### src/include/adc_port_pkg.sv
// constants and types shared by the converter serial port control
package adc_port_pkg;

	// ----------------------------------------------------------------
	// sizes
	// ----------------------------------------------------------------
	localparam int RES_BITS = 12;       // result width
	localparam int CFG_BITS = 3;        // configuration word width
	localparam int CNT_W    = 4;        // edge counter width

	// ----------------------------------------------------------------
	// configuration word layout, shifted in flag first
	// ----------------------------------------------------------------
	localparam int CFG_SGL   = 2;       // single_ended_flag
	localparam int CFG_POL   = 1;       // polarity bit
	localparam int CFG_ORDER = 0;       // output_order_bit

	// config bit count at which tracking starts (bit before order bit)
	localparam logic [CNT_W-1:0] CFG_TRACK_CNT = 4'h1;
	// config bit count of the last config bit
	localparam logic [CNT_W-1:0] CFG_LAST_CNT  = 4'h2;

	// ----------------------------------------------------------------
	// single-channel variant: falling edge that enables the driver
	// ----------------------------------------------------------------
	localparam logic [CNT_W-1:0] SC_ENABLE_FALL = 4'h2;

	// first bit index of the lsb-first repeat
	localparam logic [CNT_W-1:0] LSB_FIRST_IDX = 4'h1;

	// ----------------------------------------------------------------
	// negative input selection codes
	// ----------------------------------------------------------------
	localparam logic [1:0] NEG_GND = 2'h0;
	localparam logic [1:0] NEG_CH0 = 2'h1;
	localparam logic [1:0] NEG_CH1 = 2'h2;

	// reset values
	localparam logic [CFG_BITS-1:0] CFG_RESET = 3'h0;
	localparam logic [CNT_W-1:0]    CNT_RESET = 4'h0;

	// ----------------------------------------------------------------
	// exchange phases
	// ----------------------------------------------------------------
	typedef enum logic [2:0] {
		PH_HUNT,
		PH_CONFIG,
		PH_TRACK,
		PH_CONVERT,
		PH_LSB,
		PH_ZERO
	} phase_type;

endpackage

### src/hw/serial_adc_port_control.sv
// serial port and conversion sequencing of a 12-bit sampling converter
// Operation
// - launch on clock fall, sample on rise
// - single-channel variant starts on select fall alone
// - single-channel driver enabled on second clock
// - one low null bit precedes result
// - select high returns serial logic to idle
// - select low enables, high powers down
// - two-channel receives word first, then transmits
// - leading zeros ignored, first one starts
// - three-bit word sets mux, order, starts conversion
// - further input ignored until next select cycle
// - flag and polarity decode the input pair
// - order bit one: msb first then zeros
// - order bit zero: msb first then lsb first
// - single-channel always msb then lsb first
// - zeros driven after transfer while select low
// - straight binary unipolar twelve-bit result
// - input tracked about one and half cycles
// - tracking from bit before order bit
// - driver takes line fourth fall after start
// - core powers down after each conversion
`timescale 1ns/1ns
`default_nettype none

module serial_adc_port_control #(
	parameter bit TWO_CHANNEL = 1'b1,
	parameter int RES         = adc_port_pkg::RES_BITS
) (
	// clock and reset
	input  wire logic           clk,
	input  wire logic           rstn,
	// serial pins from the host
	input  wire logic           selectAndPowerDownN,
	input  wire logic           shiftClk,
	input  wire logic           serIn,
	// serial output pin
	output logic                serOut,
	output logic                serOutEn,
	// analog core control
	input  wire logic           compIn,
	output logic [RES-1:0]      dacCode,
	output logic                coreOn,
	output logic                trackEn,
	// input multiplexer selection
	output logic                plusIsOne,
	output logic [1:0]          minusSel,
	// state for observation
	output logic [RES-1:0]      lastResult,
	output logic                resultValid
);

	// ----------------------------------------------------------------
	// local sizes
	// ----------------------------------------------------------------
	localparam int CW = adc_port_pkg::CNT_W;
	localparam int FW = adc_port_pkg::CFG_BITS;
	localparam logic [CW-1:0] LAST_BIT = CW'(RES - 1);
	localparam logic [RES-1:0] MSB_ONE = {1'b1, {(RES-1){1'b0}}};

	// ----------------------------------------------------------------
	// state of the whole block
	// ----------------------------------------------------------------
	typedef struct packed {
		logic                   selMeta;
		logic                   selSync;
		logic                   clkMeta;
		logic                   clkSync;
		logic                   clkPrev;
		logic                   dinMeta;
		logic                   dinSync;
		adc_port_pkg::phase_type phase;
		logic [CW-1:0]          cnt;
		logic [FW-1:0]          cfg;
		logic [RES-1:0]         code;
		logic [RES-1:0]         mask;
		logic                   outBit;
		logic                   outEn;
		logic                   track;
		logic                   core;
		logic                   done;
	} state_type;

	state_type stateFf;
	state_type nxtState;

	logic clkRise;
	logic clkFall;
	logic msbOnly;

	// ----------------------------------------------------------------
	// multiplexer decode from flag and polarity
	// ----------------------------------------------------------------
	function automatic logic [2:0] muxDecode(input logic sgl, input logic pol);
		logic [2:0] sel;
		sel = {pol, adc_port_pkg::NEG_GND};
		if (!sgl) begin
			sel = pol ? {1'b1, adc_port_pkg::NEG_CH0}
			          : {1'b0, adc_port_pkg::NEG_CH1};
		end
		return sel;
	endfunction

	// ----------------------------------------------------------------
	// edge detection on the synchronised shift clock
	// ----------------------------------------------------------------
	assign clkRise = stateFf.clkSync & ~stateFf.clkPrev;
	assign clkFall = ~stateFf.clkSync & stateFf.clkPrev;

	// single-channel variant never stops after the msb-first result
	assign msbOnly = TWO_CHANNEL & stateFf.cfg[adc_port_pkg::CFG_ORDER];

	// ----------------------------------------------------------------
	// next state
	// ----------------------------------------------------------------
	always_comb begin
		nxtState = stateFf;

		// two-flop synchronisers for the host pins
		nxtState.selMeta = selectAndPowerDownN;
		nxtState.selSync = stateFf.selMeta;
		nxtState.clkMeta = shiftClk;
		nxtState.clkSync = stateFf.clkMeta;
		nxtState.clkPrev = stateFf.clkSync;
		nxtState.dinMeta = serIn;
		nxtState.dinSync = stateFf.dinMeta;

		if (stateFf.selSync) begin
			// select high: idle, powered down, driver off
			nxtState.phase  = adc_port_pkg::PH_HUNT;
			nxtState.cnt    = adc_port_pkg::CNT_RESET;
			nxtState.cfg    = adc_port_pkg::CFG_RESET;
			nxtState.outBit = 1'b0;
			nxtState.outEn  = 1'b0;
			nxtState.track  = 1'b0;
			nxtState.core   = 1'b0;
		end else begin
			unique case (stateFf.phase)
				adc_port_pkg::PH_HUNT: begin
					// select low wakes the core
					nxtState.core = 1'b1;
					if (TWO_CHANNEL) begin
						// zeros skipped, first one is the start bit
						if (clkRise && stateFf.dinSync) begin
							nxtState.phase = adc_port_pkg::PH_CONFIG;
							nxtState.cnt   = adc_port_pkg::CNT_RESET;
						end
					end else begin
						// no word: track from select fall
						nxtState.track = 1'b1;
						if (clkFall) begin
							nxtState.cnt = stateFf.cnt + 1'b1;
						end
						if (clkFall && (stateFf.cnt + 1'b1 == adc_port_pkg::SC_ENABLE_FALL)) begin
							// second clock: null bit, hold
							nxtState.phase  = adc_port_pkg::PH_CONVERT;
							nxtState.track  = 1'b0;
							nxtState.outEn  = 1'b1;
							nxtState.outBit = 1'b0;
							nxtState.code   = MSB_ONE;
							nxtState.mask   = MSB_ONE;
							nxtState.cnt    = adc_port_pkg::CNT_RESET;
						end
					end
				end

				adc_port_pkg::PH_CONFIG: begin
					// word shifted in flag first on rising edges
					if (clkRise) begin
						nxtState.cfg = {stateFf.cfg[FW-2:0], stateFf.dinSync};
						nxtState.cnt = stateFf.cnt + 1'b1;
						if (stateFf.cnt == adc_port_pkg::CFG_TRACK_CNT) begin
							nxtState.track = 1'b1;
						end
						if (stateFf.cnt == adc_port_pkg::CFG_LAST_CNT) begin
							nxtState.phase = adc_port_pkg::PH_TRACK;
						end
					end
				end

				adc_port_pkg::PH_TRACK: begin
					// fall after order bit: hold, take the line
					if (clkFall) begin
						nxtState.phase  = adc_port_pkg::PH_CONVERT;
						nxtState.track  = 1'b0;
						nxtState.outEn  = 1'b1;
						nxtState.outBit = 1'b0;
						nxtState.code   = MSB_ONE;
						nxtState.mask   = MSB_ONE;
						nxtState.cnt    = adc_port_pkg::CNT_RESET;
					end
				end

				adc_port_pkg::PH_CONVERT: begin
					// one decision per falling edge, sent as found
					if (clkFall) begin
						nxtState.outBit = compIn;
						nxtState.code   = (compIn ? stateFf.code : stateFf.code & ~stateFf.mask)
						                  | (stateFf.mask >> 1);
						nxtState.mask   = stateFf.mask >> 1;
						nxtState.cnt    = stateFf.cnt + 1'b1;
						if (stateFf.cnt == LAST_BIT) begin
							// last bit: core sleeps, port keeps shifting
							nxtState.core  = 1'b0;
							nxtState.done  = 1'b1;
							nxtState.cnt   = adc_port_pkg::LSB_FIRST_IDX;
							nxtState.phase = msbOnly ? adc_port_pkg::PH_ZERO
							                         : adc_port_pkg::PH_LSB;
						end
					end
				end

				adc_port_pkg::PH_LSB: begin
					// repeat of the result, least significant first
					if (clkFall) begin
						nxtState.outBit = stateFf.code[stateFf.cnt];
						nxtState.cnt    = stateFf.cnt + 1'b1;
						if (stateFf.cnt == LAST_BIT) begin
							nxtState.phase = adc_port_pkg::PH_ZERO;
						end
					end
				end

				adc_port_pkg::PH_ZERO: begin
					// transfer over: zeros until select rises
					if (clkFall) begin
						nxtState.outBit = 1'b0;
					end
				end
			endcase
		end
	end

	// ----------------------------------------------------------------
	// state register
	// ----------------------------------------------------------------
	always_ff @(posedge clk or negedge rstn) begin
		if (!rstn) begin
			stateFf         <= '0;
			// select synchroniser starts at the pin's idle level, no false select
			stateFf.selMeta <= 1'b1;
			stateFf.selSync <= 1'b1;
		end else begin
			stateFf <= nxtState;
		end
	end

	// ----------------------------------------------------------------
	// outputs
	// ----------------------------------------------------------------
	assign serOut      = stateFf.outBit;
	assign serOutEn    = stateFf.outEn;
	assign dacCode     = stateFf.code;
	assign coreOn      = stateFf.core;
	assign trackEn     = stateFf.track;
	assign lastResult  = stateFf.code;
	assign resultValid = stateFf.done;

	// input pair from the configuration word
	assign {plusIsOne, minusSel} = muxDecode(stateFf.cfg[adc_port_pkg::CFG_SGL],
	                                         stateFf.cfg[adc_port_pkg::CFG_POL]);

endmodule // serial_adc_port_control

`default_nettype wire

### config.mk
export PLATFORM = sky130hd
export DESIGN_NAME = serial_adc_port_control
export DESIGN_NICKNAME = d
export VERILOG_FILES = /design/src/include/adc_port_pkg.sv /design/src/hw/serial_adc_port_control.sv
export SDC_FILE = /design/constraint.sdc
export NUM_CORES = 1
export LEC_CHECK = 0
export ABC_AREA = 1
export CAP_MARGIN = 20
export CORE_MARGIN = 2
export CORE_UTILIZATION = 44
export CTS_CLUSTER_SIZE = 25
export DETAILED_ROUTE_END_ITERATION = 7
export DONT_BUFFER_PORTS = 1
export GPL_ROUTABILITY_DRIVEN = 0
export PLACE_DENSITY = 0.61
export SKIP_LAST_GASP = 1
export SYNTH_ARGS = -nofsm -noshare
export SYNTH_HDL_FRONTEND = slang
export SYNTH_SLANG_ARGS = --single-unit
### constraint.sdc
create_clock -name clk -period 2.8 [get_ports clk]
set_input_delay 0.42 -clock clk [delete_from_list [all_inputs] [get_ports clk]]
set_output_delay 0.42 -clock clk [all_outputs]
set_load 0.01 [all_outputs]
; ---- Yosys cells after proc, flatten, opt, wreduce, memory -nomap -nowiden
; Cells that the tools add are included.
[word_totals]
ff_bits = 46
output_inout_bits = 32
[op_classes]
eq_ne = 20
reduce_logical = 20
n_bitwise = 8
n_lt_le_gt_ge = 1
muxes = 31
add_sub_neg = 1
[ops]
columns = op, count
row1 = $pmux W24 S2, 1
row2 = $mux W7, 5
row3 = $pmux W7 S5, 1
row4 = $ne A3 B3 Y1 const B, 10
row5 = $mux W27, 1
row6 = $mux W25, 1
row7 = $mux W10, 2
row8 = $mux W3, 5
row9 = $and A12 B12 Y12, 1
row10 = $mux W12, 1
row11 = $not A12 Y12, 1
row12 = $or A12 B11 Y12, 1
row13 = $reduce_and A4 Y1, 3
row14 = $reduce_bool A2 Y1, 5
row15 = $reduce_and A9 Y1, 1
row16 = $mux W1, 7
row17 = $eq A3 B2 Y1 const B, 2
row18 = $eq A3 B3 Y1 const B, 2
row19 = $reduce_and A6 Y1, 1
row20 = $reduce_bool A3 Y1, 2
row21 = $reduce_bool A6 Y1, 1
row22 = $lt A4 B5 Y1 const B, 1
row23 = $reduce_and A5 Y1, 1
row24 = $reduce_bool A5 Y1, 1
row25 = other kinds (17), 24

; ---- Longest topological paths before layout
[logic_depth]
depth_word = 7
depth_mapped = 10
depth_no_buf = 10

; ---- Worst setup path before layout
; Ideal clock, no wire load.
[synth_timing]
path_type = reg2reg
startpoint = register stateFf[32] (netlist bit)
endpoint = register stateFf[37] (netlist bit)
path_stages_with_launch = 11
setup_time_ps = 121
arrival_time_ps = 1325
path_slack_ps = 1354
n_path_buf = 1
path_cell_list = dfrtp_1 -> buf_2 -> inv_1 -> ha_1 -> nand2_1 -> nand3_1 -> nand2_1 -> nor2_1 -> nand2_2 -> nand2_1 -> o21ai_1
[synth_between]
elab_chain_len = 3
[synth_lines]
columns = element, line_no
row1 = start: declaration, serial_adc_port_control.sv:84  ; state_type stateFf;
row2 = start signal: assignment, serial_adc_port_control.sv:244  ; stateFf <= nxtState;
row3 = $eq A4 B4 Y1 / $eq A4 B2 Y1 (equally long branches), "serial_adc_port_control.sv:202, serial_adc_port_control.sv:218, serial_adc_port_control.sv:175"
row4 = $ne A3 B3 Y1 (no source line), n/a
row5 = $reduce_and A9 Y1 (no source line) *, n/a
; Every way passes the cells marked *; elsewhere a longest branch is shown, timed or not.
; A chain may end at the register's enable or synchronous reset.

; ---- Final worst setup path
[layout_timing]
startpoint = register stateFf[38] (netlist bit)
endpoint = register stateFf[7] (netlist bit)
[layout_between]
elab_chain_len = 3
[layout_lines]
columns = element, line_no
row1 = $eq A3 B2 Y1, serial_adc_port_control.sv:138  ; unique case (stateFf.phase)
row2 = $ne A2 B2 Y1 (no source line) / $reduce_bool A2 Y1 (equally long branches), n/a
row3 = $reduce_and A4 Y1 (no source line), n/a
; Parallel ways exist; a longest one is shown, timed or not.

==> metrics.sh <==
OUTCOME='finished, final reports clean'
TIMING.FINAL.MAX_SLEW_VIOLATIONS=0
SYNTH.YOSYS.SEQ_AREA_SHARE=0.448
FIRST_GLOBAL_VIAS=1777
WORSTSETUPSTARTPOINT='stateFf[38]'
CLK_PIN_SLEW_WORST_PATHS_NS=0.08
MIN_PATH_CELLS=0
CTS_ROOT_BUFFER='sky130_fd_sc_hd__clkbuf_8'
POST_CTS.RESIZED_INSTANCES=0
FLOORPLAN.INITIALDENSITY=0.462
CAP_VIOLATIONS=0
FIN_TOTAL_PWR_mW=2.22
WORSTPATHBUFFERINVERTERCOUNT=3
START_KIND='register'
WORSTREG2REGEND='stateFf[7]'
HOLD_WS_NS=0.118
SYNTH_CELL_TYPES=36
FIN_CELLS=343
CRIT-REG2REG-LAUNCH='stateFf[38]'
SYNTH-ASYNC-RESET-RATIO=1.00
ROUTE.VIAS.TOTAL=1799
TIMING.CRITICAL_PATH.REQUIRED_NS=2.94
NETS_FINAL=279
LONGEST_CLK_PATH_BUFS=2
ROW_COUNT=27
LAYOUT-AREA-OVERHEAD-VS-SYNTH_PCT=-0.291
WORST_SKEW_PAIR_LATENCY_NS=0.30
MOST_FREQUENTLY_USED_FLOP_MASTER_AFTER_SYNTHESIS='sky130_fd_sc_hd__dfrtp_1'
GRT_FIRST_PASS_WIRELENGTH_MICRONS=8740
DIE_X_MICRONS=80.5
NUM_ANTENNA_CELLS=0
NUM_IO_PINS=38
GRT_OVERFLOW=0
SLOWEST_DELAY_NS=0.57
ANTENNA_VIOLATING_NETS_LEFT=0
WORST_IR_DROP_VDD_V=0.000377
SLEW_HEADROOM=0.478
MAPPEDNETLISTNETS=303
CP_COMMON_CELL='sky130_fd_sc_hd__inv_4'
DR_WL_MET3_MICRONS=362
SETUP_VIOL=0
DIE_Y_MICRONS=80.5
ANTENNA_FOUND_INITIAL=0
IO_BUFFER_COUNT=0
DRTPASS1ITERATIONS=7
TIMING.FINAL.CRIT_PERIOD_NS=1.89
ROUTED_WIRE_LENGTH_PER_INSTANCE_MICRONS=14.5
DIE-AREA_SQ_UM=6490
CTS_TREE='yes'
H-TREE-DEPTH=2
NUMPLACEDINSTANCES=333
MIN_DELAY_WORST_TYPE='input pin to register'
DPL.HPWL_MICRONS=3480
FINAL_PERIOD_UTIL=0.674
SYNTH_TOP_CELLS_BY_AREA='sky130_fd_sc_hd__dfrtp_1 43%, sky130_fd_sc_hd__nand2_1 8.2%, sky130_fd_sc_hd__buf_4 7.3%'
WORSTPATHMAXFANOUT=22
CLOCK_SINKS=46
CTS-BUFFERS-INSERTED=5
R2R_SETUP_SLACK_NS=0.91
MAXUSEDROUTINGLAYER='met4'
WORST_PATH_DOMINANT_CELL_FAMILY='buffers and inverters'
WORSTPATHARRIVAL_NS=2.03
MAX_FREQ_MHz=530
FIN_WORST_SKEW_NS=0.0135
SYNTH_TOP_AREA_SHARE=0.427
VIAS_PER_CELL=5.24
ENDPOINT_KIND='register'
FP.COREAREA_SQ_UM=5570
CTS.REPAIR_TIMING.SETUP_BUFFER_COUNT=0
YOSYS.CELL_COUNT.TOP_TYPE='sky130_fd_sc_hd__nand2_1'
WIRELENGTH_MET1_MICRONS=2350
POST_ROUTE_CELLS_DRIVE_ABOVE_1_SHARE=0.177
WORST-SETUP-PATH-TYPE='register to register'
TIMING.CRITICAL_PATH.SLOWEST_STAGE_CELL='sky130_fd_sc_hd__inv_1'
SYNTH_AREA_LEADER_CELL='sky130_fd_sc_hd__dfrtp_1'
RSZ0062_AT_GRT='false'
SYNTHESIS.INSTANCES=294
STAGES_ON_WORST_SETUP_PATH=7
POWER.LEAKAGE_nW=1.19
SETUP.WORST_PATH.END='stateFf[7]'
POST_SYNTH.CELL_AREA_AVG_SQ_UM=8.77
SYNTHESIS_WARNING_TOTAL=0
SYNTH_ENABLE_FLOP_CELLS=0
SYNTH.TOP_CELLS.BY_COUNT='56 x sky130_fd_sc_hd__nand2_1, 44 x sky130_fd_sc_hd__dfrtp_1, 35 x sky130_fd_sc_hd__inv_1'
POWER_PER_CELL_AREA_nW_PER_UM2=866
GLOBALROUTETOTALUTIL=0.174
WL_MET2_MICRONS=2140
SYNTHESIZED_FLOP_AND_LATCH_TOTAL=46
CELLS_ALONG_THE_CRITICAL_PATH='inv_4, nand2_4, nor2_8, inv_4, nor2_1, inv_1, o22ai_1'
R2R_WORST_PATH_DEPTH=7
MAXIMUM_NUMBER_OF_PINS_ON_ONE_NET_BEFORE_GLOBAL_ROUTE_REPAIR=47
POST_SYNTH_INSTANCE_AREA_SQ_UM=2580
WORST_PIN_SLEW_NS=0.782
DRT-TOTAL-WL_MICRONS=4960
DETAILEDROUTE.FIRSTITERATIONVIOLATIONS=121
SETUP_TNS_NS=0
DRCVIOLATIONCOUNT=0
REPORT.FINAL.HOLD_VIOL_COUNT=0
[worst min path at each step]
stage	endpoint	slack [ns]	startpoint
floorplan	coreOn	0.12	rstn
global placement	dacCode[3]	0.13	rstn
detailed placement	dacCode[3]	0.13	rstn
CTS	nxtState[44]	0.11	selectAndPowerDownN
global route	nxtState[44]	0.1	selectAndPowerDownN
finish	nxtState[44]	0.12	selectAndPowerDownN
[state kept, by name, summed over array words and instances (netlist names)]
signal and cells:
trackEn 1, serOutEn 1, stateFf 24, resultValid 1, msbOnly 1, serOut 1, dacCode 12, nxtState 4
coreOn 1
[through the flow]
step	worst slack, ns	area (sq um)	util
final	0.913	2570	0.461
after global routing	0.681	2570	0.461
after CTS	0.903	2570	0.461
after detailed placement	0.916	2420	0.433
after global placement	0.939	2420	0.433
after floorplan	1.35	2580	-
[cell type report]
cell class	count	area, sq um
Fill cell	542	3000
Tap cell	72	90.1
Clock inverter	1	30.0
Inverter	41	159
Timing Repair Buffer	2	37.5
Clock buffer	7	86.3
Sequential cell	46	1150
Multi-Input combinational cell	174	1010
[power by group]
group	leakage [nW]	total, mW	internal [mW]	switching (mW)
clock	0.0585	0.510	0.291	0.219
combinational	0.545	0.664	0.234	0.429
sequential	0.589	1.05	0.797	0.254
[cell usage in the layout, fill, tap and decap left out]
cell type and instances:
sky130_fd_sc_hd__a211oi_1 1, sky130_fd_sc_hd__inv_2 4, sky130_fd_sc_hd__o21ai_4 1, sky130_fd_sc_hd__dfstp_2 2, sky130_fd_sc_hd__inv_4 2, sky130_fd_sc_hd__o21bai_1 1
sky130_fd_sc_hd__nand2_1 56, sky130_fd_sc_hd__dlygate4sd3_1 1, sky130_fd_sc_hd__nand3b_1 2, sky130_fd_sc_hd__clkbuf_1 1, sky130_fd_sc_hd__xor2_1 1, sky130_fd_sc_hd__nor2_1 16
sky130_fd_sc_hd__clkbuf_8 6, sky130_fd_sc_hd__dfrtp_1 44, sky130_fd_sc_hd__o32ai_1 1, sky130_fd_sc_hd__o211ai_1 1, sky130_fd_sc_hd__o21ai_0 12, sky130_fd_sc_hd__inv_1 35
sky130_fd_sc_hd__o21a_1 1, sky130_fd_sc_hd__buf_16 1, sky130_fd_sc_hd__nor3b_1 1, sky130_fd_sc_hd__nor2_8 1, sky130_fd_sc_hd__a21boi_0 1, sky130_fd_sc_hd__bufinv_16 1
sky130_fd_sc_hd__nand2_2 4, sky130_fd_sc_hd__nor2_4 2, sky130_fd_sc_hd__a21oi_2 9, sky130_fd_sc_hd__nor3_2 2, sky130_fd_sc_hd__nand3_2 2, sky130_fd_sc_hd__nand3_1 22
sky130_fd_sc_hd__o21ai_1 6, sky130_fd_sc_hd__ha_1 3, sky130_fd_sc_hd__o22ai_1 13, sky130_fd_sc_hd__a21oi_1 4, sky130_fd_sc_hd__nor2_2 2, sky130_fd_sc_hd__o22ai_2 8
sky130_fd_sc_hd__nand2_4 1
[layer usage]
metal	vias up	GRT usage
met1	835	0.262
met3	12	0.0427
met4	0	0.0695
met2	61	0.239
met5	-	0
li1	891	-
[logic make-up after synthesis]
kind of cell | count (synthesis) | share of synthesized area
buffers and inverters | 74 | 0.159
AOI/OAI and AO/OA | 59 | 0.168
xor gates and xnor gates | 1 | 0.00340
and+or+nand+nor | 111 | 0.207
DFF | 46 | 0.448
adders and majority gates | 3 | 0.0146
[what timing repair did]
| item | 4_1_cts | 5_1_grt |
|---|---|---|
| hold endpoints to repair | 46 | 0 |
| hold buffers | 2 | 0 |
| setup endpoints to repair | 0 | 0 |
[worst register-to-register path, stage by stage (launching register included)]
cell,delay [ns]
sky130_fd_sc_hd__dfrtp_1,0.54
sky130_fd_sc_hd__inv_4,0.09
sky130_fd_sc_hd__nand2_4,0.12
sky130_fd_sc_hd__nor2_8,0.08
sky130_fd_sc_hd__inv_4,0.14
sky130_fd_sc_hd__nor2_1,0.05
sky130_fd_sc_hd__inv_1,0.57
sky130_fd_sc_hd__o22ai_1,0.15
Power figures use the tool's default switching activity.
